==> src/rtl/clk_power_consts.svh <==
// Constants for the clock generation and power-state control block.
`ifndef CLK_POWER_CONSTS_SVH
`define CLK_POWER_CONSTS_SVH
`define OFF_PLL_CONTROL 4'h0
`define OFF_CLOCK_DIVIDE 4'h1
`define OFF_REGULATOR_CONTROL 4'h2
`define OFF_POWER_CONTROL 4'h3
`define OFF_STATUS 4'h4
`define PLL_MULT_LSB 0
`define PLL_BYPASS_BIT 8
`define PLL_DISABLE_BIT 9
`define PLL_MULT_RESET 6'h0A
`define CORE_DIV_LSB 4
`define SYS_DIV_LSB 0
`define CORE_DIV_RESET 2'h0
`define SYS_DIV_RESET 4'h5
`define REG_SWITCH_LSB 0
`define REG_LEVEL_LSB 4
`define REG_SWITCH_RESET 2'h1
`define REG_LEVEL_RESET 4'hB
`define REG_STEP_MV 50
`define REG_BASE_MV 650
`define PWR_SLEEP_BIT 0
`define PWR_DEEP_BIT 1
`define PWR_RELOCK_BIT 2
`define PLL_LOCK_US 200
`define MCLK_MHZ 20
`define PLL_LOCK_CYCLES ((`PLL_LOCK_US) * (`MCLK_MHZ))
`define ADDR_UNMAPPED_DATA 32'hDEADBEEF
`endif

==> src/rtl/clk_power_pkg.sv <==
// Types shared by the clock generation and power-state control block.
package clk_power_pkg;
  typedef enum logic [2:0] {
    MODE_FULL_ON,
    MODE_ACTIVE,
    MODE_SLEEP,
    MODE_DEEP_SLEEP,
    MODE_HIBERNATE,
    MODE_RELOCK
  } power_mode_t;
  typedef struct packed {
    logic [5:0] mult;
    logic bypass;
    logic disable_pll;
  } pll_cfg_t;
  typedef struct packed {
    logic [1:0] core_div;
    logic [3:0] sys_div;
  } div_cfg_t;
  typedef struct packed {
    logic core_clock_en;
    logic sys_clock_en;
    logic pll_running;
    logic regulator_on;
  } clock_state_t;
endpackage

==> src/rtl/clk_power_ctrl.sv <==
// Clock generation, divider and power-state control with an Avalon-MM register port.
// Operation
// - Deep sleep left by reset interrupt with bypass clear enters relock, then full-on mode.
// - Deep sleep left by reset interrupt with bypass set enters active mode.
// - Regulator level code sets core supply in 50 mV steps.
// - Hibernate restarts on RTC wakeup or reset pin, then boot begins.
// - PLL multiplies input clock by programmable factor 1 to 63.
// - Multiplier resets to 10 until software changes it.
// - Clock divide writes change derived frequencies at the end of the current divided period, no relock.
// - All peripherals run from the system clock only.
// - System divide field divides PLL output by its value, 1 to 15.
// - System divide change needs no PLL lock wait.
// - Core divide codes 0 to 3 divide by 1, 2, 4, 8.
// - Active mode runs clocks at input rate; multiplier applies at full-on.
// - Wakeup from sleep samples bypass bit to pick the resumed mode.
// - Writing zero to regulator switching field in full-on or active mode enters hibernate, stopping clocks.
`include "clk_power_consts.svh"
`timescale 1ns/10ps
`default_nettype none
module clk_power_ctrl
  import clk_power_pkg::*;
#(
  parameter int LOCK_CYCLES = `PLL_LOCK_CYCLES,
  parameter int VCO_PER_INPUT = 1
) (
  input wire logic mclk_i,
  input wire logic reset_n_i,
  input wire logic ce_i,
  input wire logic [3:0] avs_address,
  input wire logic avs_read,
  input wire logic avs_write,
  input wire logic [31:0] avs_writedata,
  input wire logic [3:0] avs_byteenable,
  output logic [31:0] avs_readdata,
  output logic avs_waitrequest,
  input wire logic wakeup_i,
  input wire logic reset_interrupt_i,
  input wire logic rtc_wakeup_i,
  input wire logic reset_pin_i,
  output logic core_clock_en_o,
  output logic sys_clock_en_o,
  output logic peripheral_clock_en_o,
  output logic [5:0] vco_mult_o,
  output logic pll_bypass_o,
  output logic regulator_on_o,
  output logic [3:0] core_level_code_o,
  output logic [11:0] core_level_mv_o,
  output logic boot_start_o,
  output logic [2:0] power_mode_o
);
  pll_cfg_t pll_reg;
  div_cfg_t div_reg;
  logic [1:0] reg_switch_reg;
  logic [3:0] reg_level_reg;
  logic [5:0] mult_applied_reg;
  power_mode_t mode_reg;
  power_mode_t mode_next;
  logic [31:0] lock_count_reg;
  logic ack_reg;
  logic [31:0] readdata_reg;
  logic boot_reg;
  logic [11:0] level_mv_reg;

  // Bus decode; each access is answered one cycle after it is presented.
  logic access;
  logic wr_pll;
  logic wr_div;
  logic wr_reg;
  logic wr_pwr;
  logic hit;
  logic [31:0] read_mux;
  logic [5:0] mult_wr;
  logic relock_req;
  assign access = (avs_read || avs_write) && !ack_reg;
  assign wr_pll = access && avs_write && (avs_address == `OFF_PLL_CONTROL);
  assign wr_div = access && avs_write && (avs_address == `OFF_CLOCK_DIVIDE);
  assign wr_reg = access && avs_write && (avs_address == `OFF_REGULATOR_CONTROL);
  assign wr_pwr = access && avs_write && (avs_address == `OFF_POWER_CONTROL);
  assign hit = (avs_address <= `OFF_STATUS);
  assign avs_waitrequest = !ack_reg;
  assign avs_readdata = readdata_reg;
  // Multiplier zero is illegal; it is held at one.
  assign mult_wr = (avs_writedata[5:0] == 6'h00) ? 6'h01 : avs_writedata[5:0];
  assign relock_req = wr_pwr && avs_writedata[`PWR_RELOCK_BIT] && avs_byteenable[0];

  // Read data selection.
  always_comb begin
    read_mux = `ADDR_UNMAPPED_DATA;
    unique case (avs_address)
      `OFF_PLL_CONTROL: read_mux = {22'h0, pll_reg.disable_pll, pll_reg.bypass, 2'h0, pll_reg.mult};
      `OFF_CLOCK_DIVIDE: read_mux = {26'h0, div_reg.core_div, div_reg.sys_div};
      `OFF_REGULATOR_CONTROL: read_mux = {24'h0, reg_level_reg, 2'h0, reg_switch_reg};
      `OFF_POWER_CONTROL: read_mux = 32'h0;
      `OFF_STATUS: read_mux = {20'h0, mult_applied_reg, 3'h0, 3'(mode_reg)};
      default: read_mux = `ADDR_UNMAPPED_DATA;
    endcase
  end

  // Bus handshake register; unmapped reads return a marker, unmapped writes are dropped.
  always_ff @(posedge mclk_i or negedge reset_n_i) begin
    if (!reset_n_i) begin
      ack_reg <= 1'b0;
      readdata_reg <= 32'h0;
    end else if (ce_i) begin
      ack_reg <= access;
      if (access && avs_read) begin
        readdata_reg <= hit ? read_mux : `ADDR_UNMAPPED_DATA;
      end
    end
  end

  // Configuration registers; divider writes take effect without any relock.
  always_ff @(posedge mclk_i or negedge reset_n_i) begin
    if (!reset_n_i) begin
      pll_reg.mult <= `PLL_MULT_RESET;
      pll_reg.bypass <= 1'b0;
      pll_reg.disable_pll <= 1'b0;
      div_reg.core_div <= `CORE_DIV_RESET;
      div_reg.sys_div <= `SYS_DIV_RESET;
      reg_switch_reg <= `REG_SWITCH_RESET;
      reg_level_reg <= `REG_LEVEL_RESET;
    end else if (ce_i) begin
      if (wr_pll && avs_byteenable[0]) begin
        pll_reg.mult <= mult_wr;
      end
      if (wr_pll && avs_byteenable[1]) begin
        pll_reg.bypass <= avs_writedata[`PLL_BYPASS_BIT];
        pll_reg.disable_pll <= avs_writedata[`PLL_DISABLE_BIT];
      end
      if (wr_div && avs_byteenable[0]) begin
        div_reg.sys_div <= avs_writedata[`SYS_DIV_LSB +: 4];
        div_reg.core_div <= avs_writedata[`CORE_DIV_LSB +: 2];
      end
      if (wr_reg && avs_byteenable[0]) begin
        reg_switch_reg <= avs_writedata[`REG_SWITCH_LSB +: 2];
        reg_level_reg <= avs_writedata[`REG_LEVEL_LSB +: 4];
      end
      if (mode_reg == MODE_HIBERNATE && (rtc_wakeup_i || reset_pin_i)) begin
        reg_switch_reg <= `REG_SWITCH_RESET;
      end
    end
  end

  // Power mode sequencing. Software picks the resumed mode through the bypass bit.
  always_comb begin
    mode_next = mode_reg;
    unique case (mode_reg)
      MODE_FULL_ON, MODE_ACTIVE: begin
        if (wr_reg && avs_byteenable[0] && avs_writedata[1:0] == 2'h0) begin
          mode_next = MODE_HIBERNATE;
        end else if (wr_pwr && avs_byteenable[0] && avs_writedata[`PWR_DEEP_BIT]) begin
          mode_next = MODE_DEEP_SLEEP;
        end else if (wr_pwr && avs_byteenable[0] && avs_writedata[`PWR_SLEEP_BIT]) begin
          mode_next = MODE_SLEEP;
        end else if (mode_reg == MODE_ACTIVE && !pll_reg.bypass && !pll_reg.disable_pll) begin
          mode_next = MODE_RELOCK;
        end else if (mode_reg == MODE_FULL_ON && pll_reg.bypass) begin
          mode_next = MODE_ACTIVE;
        end else if (relock_req && !pll_reg.bypass) begin
          mode_next = MODE_RELOCK;
        end
      end
      MODE_SLEEP: begin
        if (wakeup_i) begin
          mode_next = pll_reg.bypass ? MODE_ACTIVE : MODE_FULL_ON;
        end
      end
      MODE_DEEP_SLEEP: begin
        if (reset_interrupt_i) begin
          mode_next = pll_reg.bypass ? MODE_ACTIVE : MODE_RELOCK;
        end
      end
      MODE_HIBERNATE: begin
        if (rtc_wakeup_i || reset_pin_i) begin
          mode_next = MODE_RELOCK;
        end
      end
      MODE_RELOCK: begin
        if (lock_count_reg >= 32'(LOCK_CYCLES) - 32'd1) begin
          mode_next = MODE_FULL_ON;
        end
      end
      default: mode_next = MODE_FULL_ON;
    endcase
  end

  // Mode register, lock timer and the applied multiplier.
  always_ff @(posedge mclk_i or negedge reset_n_i) begin
    if (!reset_n_i) begin
      mode_reg <= MODE_FULL_ON;
      lock_count_reg <= 32'h0;
      mult_applied_reg <= `PLL_MULT_RESET;
      boot_reg <= 1'b0;
    end else if (ce_i) begin
      mode_reg <= mode_next;
      lock_count_reg <= (mode_reg == MODE_RELOCK) ? lock_count_reg + 32'd1 : 32'h0;
      boot_reg <= (mode_reg == MODE_HIBERNATE) && (mode_next == MODE_RELOCK);
      if (mode_reg == MODE_RELOCK && mode_next == MODE_FULL_ON) begin
        mult_applied_reg <= pll_reg.mult;
      end
    end
  end

  // Clock gating per mode; active mode runs both clocks at input rate.
  logic pll_out_run;
  logic core_run;
  logic sys_run;
  logic [3:0] core_ratio;
  logic [3:0] sys_ratio;
  logic core_tick;
  logic sys_tick;
  assign pll_out_run = (mode_reg == MODE_FULL_ON) || (mode_reg == MODE_SLEEP);
  assign core_run = (mode_reg == MODE_FULL_ON) || (mode_reg == MODE_ACTIVE);
  assign sys_run = core_run || (mode_reg == MODE_SLEEP);
  assign core_ratio = (mode_reg == MODE_ACTIVE) ? 4'h1 : (4'h1 << div_reg.core_div);
  assign sys_ratio = (mode_reg == MODE_ACTIVE) ? 4'h1 : div_reg.sys_div;

  clock_enable_divider #(
    .DIV_W(4)
  ) core_div_u (
    .mclk_i(mclk_i),
    .reset_n_i(reset_n_i),
    .ce_i(ce_i),
    .run_i(core_run),
    .ratio_i(core_ratio),
    .tick_o(core_tick)
  );

  clock_enable_divider #(
    .DIV_W(4)
  ) sys_div_u (
    .mclk_i(mclk_i),
    .reset_n_i(reset_n_i),
    .ce_i(ce_i),
    .run_i(sys_run),
    .ratio_i(sys_ratio),
    .tick_o(sys_tick)
  );

  // Voltage in millivolts, kept in a flop so the data output is registered.
  always_ff @(posedge mclk_i or negedge reset_n_i) begin
    if (!reset_n_i) begin
      level_mv_reg <= 12'h0;
    end else if (ce_i) begin
      level_mv_reg <= 12'(`REG_BASE_MV + `REG_STEP_MV * int'(reg_level_reg));
    end
  end

  assign core_clock_en_o = core_tick;
  assign sys_clock_en_o = sys_tick;
  assign peripheral_clock_en_o = sys_tick;
  assign vco_mult_o = (mode_reg == MODE_ACTIVE) ? 6'(VCO_PER_INPUT) : mult_applied_reg;
  assign pll_bypass_o = (mode_reg == MODE_ACTIVE) || !pll_out_run;
  assign regulator_on_o = (mode_reg != MODE_HIBERNATE);
  assign core_level_code_o = reg_level_reg;
  assign core_level_mv_o = regulator_on_o ? level_mv_reg : 12'h0;
  assign boot_start_o = boot_reg;
  assign power_mode_o = 3'(mode_reg);
endmodule
`default_nettype wire

==> src/rtl/clock_enable_divider.sv <==
// Glitch-free clock-enable divider that reloads its ratio only at a period boundary.
`timescale 1ns/10ps
`default_nettype none
module clock_enable_divider #(
  parameter int DIV_W = 4
) (
  input wire logic mclk_i,
  input wire logic reset_n_i,
  input wire logic ce_i,
  input wire logic run_i,
  input wire logic [DIV_W-1:0] ratio_i,
  output logic tick_o
);
  logic [DIV_W-1:0] count_reg;
  logic [DIV_W-1:0] ratio_reg;
  logic boundary;
  logic [DIV_W-1:0] ratio_safe;
  // A ratio of zero is treated as one so the output never stalls for good.
  assign ratio_safe = (ratio_i == '0) ? DIV_W'(1) : ratio_i;
  assign boundary = (count_reg == ratio_reg - DIV_W'(1));
  assign tick_o = run_i && boundary;
  // The new ratio is only taken at the end of a period, so no short pulse appears.
  always_ff @(posedge mclk_i or negedge reset_n_i) begin
    if (!reset_n_i) begin
      count_reg <= '0;
      ratio_reg <= DIV_W'(1);
    end else if (ce_i && run_i) begin
      if (boundary) begin
        count_reg <= '0;
        ratio_reg <= ratio_safe;
      end else begin
        count_reg <= count_reg + DIV_W'(1);
      end
    end
  end
endmodule
`default_nettype wire

==> config.mk <==
export PLATFORM = sky130hd
export DESIGN_NAME = clk_power_ctrl
export DESIGN_NICKNAME = d
export VERILOG_FILES = /design/src/rtl/clk_power_pkg.sv /design/src/rtl/clk_power_ctrl.sv /design/src/rtl/clock_enable_divider.sv
export VERILOG_INCLUDE_DIRS = /design/src /design/src/rtl
export SDC_FILE = /design/constraint.sdc
export NUM_CORES = 1
export LEC_CHECK = 0
export BUFFER_PORTS_ARGS = -buffer_cell sky130_fd_sc_hd__buf_2
export CORE_AREA = 2 2 128 130
export CTS_CLUSTER_DIAMETER = 60
export DETAILED_ROUTE_END_ITERATION = 16
export DIE_AREA = 0 0 130 132
export PLACE_DENSITY = 0.66
export SETUP_SLACK_MARGIN = 0.3
export SLEW_MARGIN = 0
export SYNTH_ARGS = -nofsm -noshare
export SYNTH_HDL_FRONTEND = slang
export SYNTH_SLANG_ARGS = --single-unit
==> constraint.sdc <==
create_clock -name mclk_i -period 2.4 [get_ports mclk_i]
set_input_delay 0.12 -clock mclk_i [delete_from_list [all_inputs] [get_ports mclk_i]]
set_output_delay 0.12 -clock mclk_i [all_outputs]
set_load 0.05 [all_outputs]
==> PnR_summary.wiki, run 1 <==
{| class="wikitable"
! Metric !! Value
|-
| Maximum clock skew at final layout || 5.683 ps
|-
| Clock sink count || 102
|-
| Highest achievable clock rate || 424.9 MHz
|-
| Initial cell density of the core || 36.33%
|-
| Antenna violations before repair || 0
|-
| Largest vdd supply drop || 0.0005692 V
|-
| Number of flip-flops and latches in the synthesized netlist || 102
|-
| Overflow left after global routing || 0
|-
| Kind of path behind the tightest hold check || input port to register
|-
| Largest net degree at the start of global routing || 45
|-
| Leading register cell type out of synthesis || sky130_fd_sc_hd__dfrtp_1
|-
| Number of I/O port buffers || 80
|-
| Number of distinct standard cells referenced by the synthesized netlist || 65
|-
| Die area || 17160 um^2
|-
| Slew Limit Fails || 0
|-
| Total routed wirelength || 14010 um
|-
| Placer congestion estimate || 0.8370
|-
| Cell Count Post-Placement || 860
|-
| Leakage component of the power || 0.003084 uW
|-
| Post-synthesis async set-or-reset flop share || 100.0%
|-
| Setup Crit Path Kind || register to register
|-
| Iteration-0 DRC Markers || 344
|-
| Flip-flop count of the largest register after layout || 32
|-
| Post-synthesis area per instance || 9.841 um^2
|-
| Period minus WS final || 2354 ps
|-
| Clock tree from TritonCTS || built
|-
| Result of the run || finished, final reports clean
|-
| Clock edge transition at the registers on the reported setup and hold paths || 70 ps
|-
| Floorplan row count || 46
|-
| Worst Path Required || 2640 ps
|-
| Ratio of cells with drive above 1 in the final layout || 30.22%
|-
| Combined global-route utilization of all metal layers || 16.93%
|-
| Vias || 4436
|-
| Number of violations of the max-capacitance limit || 0
|-
| Endpoint type of the worst setup path || register
|-
| Die extent in y || 132 um
|-
| Via count of the first global-routing pass || 4291
|-
| Final standard cell count with taps included and fillers excluded || 892
|-
| Detail-routed net length per standard cell || 15.70 um
|-
| Normalized max-slew margin || 50.38%
|-
| DRC violation count after routing || 0
|-
| Synth warn || 0
|-
| Number of buffers created by CTS || 9
|-
| CP arrival || 2590 ps
|-
| Post-synthesis to final-layout area growth || 21.11%
|-
| Nature of the critical path startpoint || register
|-
| RSZ-0062 raised after global routing || true
|-
| Share of the cycle needed by the critical path after routing || 98.07%
|-
| Synthesized cell area || 5708 um^2
|-
| Ratio of total power to cell area || 913.2 nW/um^2
|-
| Post-layout nets || 735
|-
| Ports placed on the boundary || 113
|-
| Antenna Nets Post-Route || 0
|-
| Global-route wire length before repair || 22850 um
|-
| Number of flops mapped to enable cells by yosys || 0
|-
| Share of synthesized area occupied by flip-flops and latches || 44.98%
|-
| Clock Latency Late Sink || 350 ps
|-
| Number of cells produced by synthesis || 580
|-
| Root buffer selected by CTS || sky130_fd_sc_hd__clkbuf_16
|-
| Die X-Extent || 130 um
|-
| Maximum net fanout on the critical path || 4
|-
| Post-detailed-placement half-perimeter wirelength || 9936 um
|-
| Via density || 4.973
|-
| H-Tree Level Count || 3
|-
| Final number of setup-violating endpoints || 0
|-
| Number of hold violations in the final report || 0
|-
| Core Footprint || 15710 um^2
|-
| Total negative slack for setup checks || 0 ps
|-
| Maximum clock insertion buffer count || 2
|-
| Transition at the pin with the smallest max-transition slack || 736.5 ps
|-
| Number of search-and-repair iterations in the first detailed-routing pass || 5
|}
-- metrics by stage --
step                area [um^2]  setup slack, ps  util (%)  power, uW  hold WS [ps]
floorplan                  5816           -13.43         -       4337        -175.6
global placement           6381            40.78     40.61       4875         166.2
detailed placement         6381            3.954     40.61       4907         174.3
CTS                        6829            43.41     43.46       6353         6.295
global route               6910           -18.49     43.98       6711         9.029
finish                     6913            46.24     44.00       6313         22.51
-- path summary, 6_finish.rpt --
| check | start | end | slack [ps] | cells past startpoint |
|---|---|---|---|---|
| setup / recovery | core_level_code_o[0] | level_mv_reg[9] | 50 | 8 |
| hold / removal | avs_writedata[7] | core_level_code_o[3] | 20 | 2 |
| setup reg to reg | core_level_code_o[0] | level_mv_reg[9] | 50 | 8 |
| hold reg to reg | level_mv_reg[1] | level_mv_reg[1] | 490 | 2 |
| max in group asynchronous | reset_n_i | reg_switch_reg[0] | 1270 | 3 |
| min in group asynchronous | reset_n_i | lock_count_reg[28] | 330 | 2 |
-- kinds of logic (layout without fill, tap and decap cells) --
kind of cell    Yosys count  in the layout  share of synthesized area [%]
simple gates            223            223                          21.20
flops                   102            102                          44.98
compound gates           91             91                          9.842
buf+inv                  65            153                          6.269
xor+xnor                 46             46                          7.058
mux                      36             36                          6.949
fa+ha+maj                16             16                          3.639
other cells               1              9                        0.06570
-- synth_stat cells, types with 9 or more instances --
| cell | count | area, um^2 |
|---|---|---|
| sky130_fd_sc_hd__dfstp_2 | 12 | 315.3 |
| sky130_fd_sc_hd__nand2_1 | 53 | 198.9 |
| sky130_fd_sc_hd__o21ai_0 | 32 | 160.2 |
| sky130_fd_sc_hd__ha_1 | 15 | 187.7 |
| sky130_fd_sc_hd__and3_1 | 9 | 56.30 |
| sky130_fd_sc_hd__nand3_1 | 17 | 85.08 |
| sky130_fd_sc_hd__buf_4 | 24 | 180.2 |
| sky130_fd_sc_hd__xor2_1 | 31 | 271.5 |
| sky130_fd_sc_hd__dfrtp_1 | 90 | 2252 |
| sky130_fd_sc_hd__nand4_1 | 16 | 100.1 |
| sky130_fd_sc_hd__mux2_2 | 29 | 326.6 |
| sky130_fd_sc_hd__a21oi_1 | 19 | 95.09 |
| sky130_fd_sc_hd__nor2_1 | 60 | 225.2 |
| sky130_fd_sc_hd__a22oi_1 | 9 | 67.56 |
| sky130_fd_sc_hd__nor2b_1 | 18 | 112.6 |
| sky130_fd_sc_hd__nor3_1 | 11 | 55.05 |
| sky130_fd_sc_hd__xnor2_1 | 15 | 131.4 |
| sky130_fd_sc_hd__inv_1 | 22 | 82.58 |
-- routing by layer --
layer  share of wire [%]  track usage (%)  vias up  routed length, um
met4                 1.5            4.361        0                206
met1                  47            23.85     2119               6528
met3                 6.5            4.830       13                913
met2                  45            25.60      132               6357
met5                   0                0        -                  0
li1                    -                -     2172                  -
-- power by group --
group / internal, uW / switching [uW] / total (uW)
clock network: 733 / 623 / 1360
registers: 2040 / 248 / 2290
logic: 826 / 1840 / 2670
-- cell type report --
type,instances,area (um^2)
Antenna cell,1,2.502
Tap cell,216,270.3
Clock buffer,15,257.7
Fill cell,1538,8800
Inverter,23,86.33
Multi-Input combinational cell,420,2993
Timing Repair Buffer,114,718.2
Sequential cell,102,2580
Clock inverter,1,5.005
-- worst max-delay path, cell delays in order, from the launching register on --
cell and delay [ps]:
sky130_fd_sc_hd__dfstp_4 650, sky130_fd_sc_hd__ha_4 210, sky130_fd_sc_hd__ha_4 160, sky130_fd_sc_hd__inv_2 50, sky130_fd_sc_hd__fa_2 460, sky130_fd_sc_hd__o31ai_4 210
sky130_fd_sc_hd__o21ai_1 110, sky130_fd_sc_hd__xnor2_1 140, sky130_fd_sc_hd__mux2_4 260
-- layout by cell type (no fill, tap or decap), drive strengths merged, types with 3 or more instances in the layout --
master  synthesis  layout
and3            9       9
nor3           14      14
o31ai           3       3
mux2           29      29
a21oi          19      19
conb            1       8
xor2           31      31
a22oi           9       9
nor2           62      62
dfstp          12      12
nand2          54      54
nand3          17      17
ha             15      15
mux2i           7       7
and3b           4       4
xnor2          15      15
and4            4       4
inv            23      23
nor4            7       7
o41ai           3       3
nand4          16      16
nor2b          19      19
buf            33     112
o21ai          32      32
a22o            3       3
a31oi           7       7
clkbuf          9      15
or2             3       3
and2            3       3
dfrtp          90      90
-- what timing repair did --
item / CTS / global route
resized for setup: 17 / 16
gates cloned: 0 / 0
setup buffers: 11 / 2
endpoints found under the hold margin: 40 / 0
pin swaps: 10 / 12
setup endpoints to repair: 10 / 20
hold buffers: 2 / 0
Power figures use the tool's default switching activity.
==> inputs of run 2 (changes only) <==
Settings changed: ABC_AREA set to 1, CORE_AREA 2 2 128 130 to 2 2 134 136, DIE_AREA 0 0 130 132 to 0 0 136 138, PLACE_DENSITY 0.66 to 0.65.
==> PnR_summary.wiki, run 2 <==
{| class="wikitable"
! Metric !! Value
|-
| Post-synthesis to final-layout area growth || 18.08%
|-
| Placer congestion estimate || 0.8845 (+5.7%)
|-
| Largest net degree at the start of global routing || 44 (-2.2%)
|-
| CP cell instances || ha_4 -> ha_4 -> inv_2 -> fa_2 -> inv_1 -> nand2_1 -> nand2_1 -> nand2_1 -> nand2_1 -> o22ai_1
|-
| Maximum clock insertion buffer count || 2 (unchanged)
|-
| Root buffer selected by CTS || sky130_fd_sc_hd__clkbuf_16
|-
| Share of synthesized area occupied by flip-flops and latches || 40.91% (-4.1 points)
|-
| Setup Crit Path Kind || register to register
|-
| Core Footprint || 17530 um^2 (+12%)
|-
| Synthesized-area fraction occupied by and/or/nand/nor cells || 31.28% (+10 points)
|-
| Number of flip-flops and latches in the synthesized netlist || 102 (unchanged)
|-
| Number of buffer and inverter stages on the critical path || 2 (+1)
|-
| Number of search-and-repair iterations in the first detailed-routing pass || 5 (unchanged)
|-
| RSZ-0062 raised after global routing || true
|-
| Vias || 5695 (+28%)
|-
| Final standard cell count with taps included and fillers excluded || 1168 (+31%)
|-
| Synthesized cell area || 6276 um^2 (+10%)
|-
| Leading register cell type out of synthesis || sky130_fd_sc_hd__dfrtp_1
|-
| Clock edge transition at the registers on the reported setup and hold paths || 80 ps (about the same)
|-
| Die extent in y || 138 um (+4.5%)
|-
| Die area || 18770 um^2 (+9.4%)
|-
| Synth warn || 0 (unchanged)
|-
| Post-synthesis async set-or-reset flop share || 100.0% (unchanged)
|-
| Total negative slack for setup checks || 0 ps (unchanged)
|-
| Post-detailed-placement half-perimeter wirelength || 12060 um (+21%)
|-
| Slew Limit Fails || 0 (unchanged)
|-
| Global routing met1 resource utilization || 23.86% (about the same)
|-
| Endpoint type of the worst setup path || register
|-
| Transition at the pin with the smallest max-transition slack || 528.3 ps (-208.2 ps)
|-
| Top-count cell post-synth || sky130_fd_sc_hd__nand2_1
|-
| Ratio of total power to cell area || 1090 nW/um^2 (+19%)
|-
| Nature of the critical path startpoint || register
|-
| Synth top area cells || sky130_fd_sc_hd__dfrtp_1, sky130_fd_sc_hd__nand2_1, sky130_fd_sc_hd__inv_1
|-
| Number of violations of the max-capacitance limit || 0 (unchanged)
|-
| CP arrival || 2350 ps (-240 ps)
|-
| Post-synthesis area per instance || 7.349 um^2 (-25%)
|-
| Number of buffers created by CTS || 9 (unchanged)
|-
| Fraction of synthesized area in multiplexers || 0.1794% (-6.8 points)
|-
| Total routed wirelength || 16070 um (+15%)
|-
| Result of the run || finished, final reports clean
|-
| Clock tree from TritonCTS || built
|-
| Period minus WS final || 2125 ps (-228.4 ps)
|-
| Via density || 4.876 (-2.0%)
|-
| Flip-flop count of the largest register after layout || 32 (unchanged)
|-
| Die X-Extent || 136 um (+4.6%)
|-
| Number of cells produced by synthesis || 854 (+47%)
|-
| Via count of the first global-routing pass || 5511 (+28%)
|-
| Normalized max-slew margin || 64.74% (+14 points)
|-
| Worst Path Required || 2630 ps (about the same)
|-
| Most used standard cells in the synthesized netlist || sky130_fd_sc_hd__nand2_1, sky130_fd_sc_hd__inv_1, sky130_fd_sc_hd__nor2_1
|-
| Detail-routed net length per standard cell || 13.76 um (-12%)
|-
| Leakage component of the power || 0.003608 uW (+17%)
|-
| Number of flops mapped to enable cells by yosys || 0 (unchanged)
|-
| Most frequent standard cell in the layout excluding fill and tap cells || sky130_fd_sc_hd__nand2_1
|-
| Final number of setup-violating endpoints || 0 (unchanged)
|-
| Antenna violations before repair || 0 (unchanged)
|-
| Family of cells with the greatest summed delay on the critical path || adder cells
|-
| Global route hottest layer || met2
|-
| Main combinational cell family by area after synthesis || simple AND/OR/NAND/NOR gates
|-
| XOR/XNOR Fraction of Synth Area || 2.512% (-4.5 points)
|-
| M2 GR Usage || 29.41% (+3.8 points)
|-
| Number of diodes added for antenna fixing || 0 (-1)
|-
| Power, Total || 8081 uW (+28%)
|-
| FF-to-FF setup slack || 270 ps (+230 ps)
|-
| Number of hold violations in the final report || 0 (unchanged)
|-
| Initial cell density of the core || 35.79% (-0.53 points)
|-
| Global-route wire length before repair || 26970 um (+18%)
|-
| Clock Latency Late Sink || 360 ps (about the same)
|-
| Highest achievable clock rate || 470.5 MHz (+11%)
|-
| Number of I/O port buffers || 80 (unchanged)
|-
| Largest vdd supply drop || 0.0005770 V (+1.4%)
|-
| Post-layout nets || 999 (+36%)
|-
| Cell type with the largest total area after synthesis || sky130_fd_sc_hd__dfrtp_1
|-
| Ratio of cells with drive above 1 in the final layout || 19.49% (-11 points)
|-
| Post-Synth Adder-Cell Area || 3.309% (-0.33 points)
|-
| CP max-delay cell || sky130_fd_sc_hd__dfstp_4
|-
| Final core utilization || 42.26% (-1.7 points)
|-
| Combined global-route utilization of all metal layers || 17.83% (+0.90 points)
|-
| Iteration-0 DRC Markers || 295 (-14%)
|-
| Antenna Nets Post-Route || 0 (unchanged)
|-
| Met3 Usage GRT || 3.447% (-1.4 points)
|-
| Synth Area in Compound Gates || 10.81% (+0.96 points)
|-
| Synth top area share || 35.89% (-3.6 points)
|-
| Worst hold slack across all endpoints || 24.75 ps (+2.234 ps)
|-
| Cell Count Post-Placement || 1140 (+33%)
|-
| Maximum clock skew at final layout || 11.57 ps (+5.889 ps)
|-
| Kind of path behind the tightest hold check || input port to register
|-
| Slowest stage delay, CP || 660 ps (about the same)
|-
| Maximum net fanout on the critical path || 4 (unchanged)
|-
| Overflow left after global routing || 0 (unchanged)
|-
| Number of distinct standard cells referenced by the synthesized netlist || 51 (-22%)
|-
| Clock sink count || 102 (unchanged)
|-
| Crit-path most repeated cell || sky130_fd_sc_hd__nand2_1
|-
| Share of the cycle needed by the critical path after routing || 88.56% (-9.5 points)
|-
| Floorplan row count || 49 (+6.5%)
|-
| Most frequent cells in the layout || sky130_fd_sc_hd__nand2_1, sky130_fd_sc_hd__nor2_1, sky130_fd_sc_hd__inv_1, sky130_fd_sc_hd__dfrtp_1, sky130_fd_sc_hd__buf_2
|-
| Ports placed on the boundary || 113 (unchanged)
|-
| H-Tree Level Count || 3 (unchanged)
|-
| DRC violation count after routing || 0 (unchanged)
|}
-- run 2: cell count changes after synthesis, moves of 22 or more --
cell / delta
sky130_fd_sc_hd__inv_1: +85
sky130_fd_sc_hd__mux2_2: -28
sky130_fd_sc_hd__nand2_1: +177
sky130_fd_sc_hd__nand3_1: +28
sky130_fd_sc_hd__nor2_1: +46
sky130_fd_sc_hd__o21ai_0: +24
sky130_fd_sc_hd__xor2_1: -22
-- run 2: kinds of logic after synthesis --
kind of cell,after synthesis
and+or+nand+nor,445
buffers and inverters,156
AOI/OAI and AO/OA,115
DFF,102
xor gates and xnor gates,18
adders and majority gates,16
other,1
muxes,1
-- run 2: area by class of cell --
cell class,count,area (um^2)
fill,1845,10120
multi-input combinational,603,3198
sequential,102,2580
timing repair buffer,99,594.3
inverter,119,451.7
tap,229,286.5
clock buffer,11,232.7
clock inverter,5,67.56
-- run 2: what timing repair did --
item,4_1_cts,5_1_grt
hold buffers,4,0
endpoints found under the hold margin,38,0
setup endpoints to repair,7,7
buffers inserted,5,3
resized for setup,14,12
pin swaps,9,4
-- run 2: power by group --
| group | total (uW) | switching (uW) | leakage [uW] | internal, uW |
|---|---|---|---|---|
| sequential | 2450 | 317 | 0.00128 | 2130 |
| clock | 1520 | 699 | 0.000146 | 826 |
| combinational | 4110 | 2860 | 0.00218 | 1250 |
-- run 2: final timing paths --
kind / start / endpoint / cells past startpoint
max: core_level_code_o[1] / level_mv_reg[8] / 10
max in group asynchronous: reset_n_i / core_div_u.ratio_reg[0] / 3
max reg2reg: core_level_code_o[1] / level_mv_reg[8] / 10
min: avs_writedata[5] / core_level_code_o[1] / 3
min in group asynchronous: reset_n_i / level_mv_reg[3] / 2
min reg2reg: mult_applied_reg[3] / mult_applied_reg[3] / 2
-- run 2: tightest hold or removal path, stage by stage --
cell                      delay (ps)
sky130_fd_sc_hd__buf_2           120
sky130_fd_sc_hd__nand2_1          50
sky130_fd_sc_hd__o21ai_0          80
-- run 2: per-layer routing --
layer	vias up	routed length, um
met5	-	0
li1	2875	-
met2	123	7627
met4	0	295
met3	17	659
met1	2680	7490
-- run 2: through the flow --
stage               area [um^2]  setup slack, ps
detailed placement         6912            249.9
floorplan                  6395            268.4
global route               7411            168.5
global placement           6912            281.2
finish                     7411            274.6
CTS                        7338            285.8
==> inputs of run 3 (changes only) <==
Settings changed: ABC_AREA 1 to not set, CORE_AREA 2 2 134 136 to 2 2 128 130, CTS_CLUSTER_DIAMETER 60 to not set, DIE_AREA 0 0 136 138 to 0 0 130 132, GPL_TIMING_DRIVEN set to 0, PLACE_DENSITY 0.65 to 0.66.
==> PnR_summary.wiki, run 3 (same netlist as run 1, synthesis figures left out) <==
{| class="wikitable"
! Metric !! Value
|-
| Clock sink count || 102 (unchanged)
|-
| Detail-routed net length per standard cell || 15.98 um (+16%)
|-
| Leakage component of the power || 0.003282 uW (-9.0%)
|-
| Number of search-and-repair iterations in the first detailed-routing pass || 5 (unchanged)
|-
| Core Footprint || 15710 um^2 (-10%)
|-
| Largest vdd supply drop || 0.0006400 V (+11%)
|-
| Vias || 4611 (-19%)
|-
| Via count of the first global-routing pass || 4435 (-20%)
|-
| Antenna violations before repair || 0 (unchanged)
|-
| Post-synthesis to final-layout area growth || 27.18%
|-
| Number of buffers created by CTS || 9 (unchanged)
|-
| Normalized max-slew margin || 38.05% (-27 points)
|-
| Kind of path behind the tightest hold check || input port to register
|-
| Via density || 4.996 (+2.5%)
|-
| Period minus WS final || 2374 ps (+248.5 ps)
|-
| Nature of the critical path startpoint || register
|-
| Final cell area excluding filler cells || 7259 um^2 (-2.0%)
|-
| Largest net degree at the start of global routing || 60 (+36%)
|-
| Setup Crit Path Kind || register to register
|-
| Initial cell density of the core || 36.33% (+0.53 points)
|-
| Final number of setup-violating endpoints || 0 (unchanged)
|-
| Die area || 17160 um^2 (-8.6%)
|-
| Ports placed on the boundary || 113 (unchanged)
|-
| Maximum clock insertion buffer count || 2 (unchanged)
|-
| Die extent in y || 132 um (-4.3%)
|-
| Clock tree from TritonCTS || built
|-
| H-Tree Level Count || 3 (unchanged)
|-
| RSZ-0062 raised after global routing || true
|-
| Worst hold slack across all endpoints || 16.50 ps (-8.247 ps)
|-
| Power, Total || 6814 uW (-16%)
|-
| Source of the worst hold timing path || avs_writedata[8]
|-
| Number of violations of the max-capacitance limit || 0 (unchanged)
|-
| Antenna Nets Post-Route || 0 (unchanged)
|-
| CP arrival || 2620 ps (+270 ps)
|-
| Die X-Extent || 130 um (-4.4%)
|-
| Ratio of cells with drive above 1 in the final layout || 34.09% (+15 points)
|-
| Post-layout nets || 767 (-23%)
|-
| Result of the run || finished, final reports clean
|-
| Overflow left after global routing || 0 (unchanged)
|-
| Global-route wire length before repair || 23540 um (-13%)
|-
| Total routed wirelength || 14750 um (-8.2%)
|-
| Most frequent cells in the layout || sky130_fd_sc_hd__dfrtp_1, sky130_fd_sc_hd__buf_2, sky130_fd_sc_hd__nor2_1, sky130_fd_sc_hd__nand2_1, sky130_fd_sc_hd__buf_4
|-
| Combined global-route utilization of all metal layers || 17.61% (-0.22 points)
|-
| Flip-flop count of the largest register after layout || 32 (unchanged)
|-
| Most frequent standard cell in the layout excluding fill and tap cells || sky130_fd_sc_hd__dfrtp_1
|-
| DRC violation count after routing || 0 (unchanged)
|-
| Placer congestion estimate || 0.8189 (-7.4%)
|-
| Maximum net fanout on the critical path || 4 (unchanged)
|-
| Iteration-0 DRC Markers || 331 (+12%)
|-
| Post-detailed-placement half-perimeter wirelength || 10340 um (-14%)
|-
| Highest achievable clock rate || 421.2 MHz (-10%)
|-
| Root buffer selected by CTS || sky130_fd_sc_hd__clkbuf_16
|-
| Final core utilization || 46.20% (+3.9 points)
|-
| Number of diodes added for antenna fixing || 0 (unchanged)
|-
| Number of I/O port buffers || 79 (-1.3%)
|-
| Clock Latency Late Sink || 360 ps (about the same)
|-
| Number of hold violations in the final report || 0 (unchanged)
|-
| Clock edge transition at the registers on the reported setup and hold paths || 70 ps (about the same)
|-
| Placed inst area || 6511 um^2 (-5.8%)
|-
| Source of the worst register-to-register timing path || core_level_code_o[0]
|-
| Maximum clock skew at final layout || 9.208 ps (-2.364 ps)
|-
| Transition at the pin with the smallest max-transition slack || 926.8 ps (+398.5 ps)
|-
| Share of the cycle needed by the critical path after routing || 98.91% (+10 points)
|-
| Floorplan row count || 46 (-6.1%)
|-
| Endpoint type of the worst setup path || register
|-
| Worst Path Required || 2640 ps (about the same)
|-
| Slew Limit Fails || 0 (unchanged)
|-
| Ratio of total power to cell area || 938.7 nW/um^2 (-14%)
|-
| Source of the critical timing path || core_level_code_o[0]
|}
==> run 3: changes by cell type in the layout (fill, tap and decap cells not counted), sizes merged, moves of 19 or more <==
cell,before,now
o21ai,59,32
nor2,121,62
buf,95,135
nand3,48,17
mux2,1,29
inv,119,24
nor2b,0,19
xor2,9,31
nand2,234,54
==> run 3: per-layer routing <==
layer	up-vias	routed length (um)	GRT usage [%]	share of wire, %
met4	0	322	5.197	2.2
met5	-	0	0	0
met1	2214	6852	24.70	46
met3	22	966	4.586	6.5
li1	2236	-	-	-
met2	139	6608	26.73	45
==> run 3: area by class of cell <==
cell class,count,area (um^2)
buffer,42,286.5
clock buffer,9,225.2
clock inverter,7,120.1
fill,1506,8453
inverter,23,86.33
multi-input combinational,420,3027
sequential,102,2580
tap,216,270.3
timing repair buffer,104,664.4
==> run 3: worst paths after layout <==
path	end	slack (ps)	depth (start not counted)
worst max-delay path	level_mv_reg[9]	30	8
worst min-delay path	pll_reg[1]	20	2
worst max register to register	level_mv_reg[9]	30	8
worst min register to register	level_mv_reg[4]	500	1
max in group asynchronous	div_reg[0]	1350	3
min in group asynchronous	lock_count_reg[16]	310	2
==> run 3: report_power, final <==
part           leakage, uW  internal [uW]  switching, uW
combinational      0.00185            923           1900
clock             0.000166           1020            676
sequential         0.00127           2040            258
==> run 3: worst max-delay path, stage by stage, from the launching register on <==
cell and delay [ps]:
sky130_fd_sc_hd__dfstp_4 670, sky130_fd_sc_hd__ha_4 220, sky130_fd_sc_hd__ha_4 150, sky130_fd_sc_hd__inv_2 40, sky130_fd_sc_hd__fa_2 470, sky130_fd_sc_hd__o31ai_4 230
sky130_fd_sc_hd__o21ai_2 90, sky130_fd_sc_hd__xnor2_1 130, sky130_fd_sc_hd__mux2_4 260
==> run 3: stage by stage <==
step                      cells  setup TNS, ps  setup WS [ps]
after floorplan             587         -13.43         -13.43
after global placement      882         -147.8         -117.7
after detailed placement    883         -47.03         -41.59
after CTS                   917              0          20.09
after global routing        923         -71.24         -47.14
final                       923              0          26.06
==> run 3: what timing repair did <==
| item | 4_1_cts | 5_1_grt |
|---|---|---|
| gates resized for setup | 23 | 35 |
| hold buffers | 3 | 0 |
| setup buffers | 15 | 6 |
| setup endpoints to repair | 34 | 33 |
| pin swaps | 9 | 14 |
| endpoints found under the hold margin | 43 | 0 |
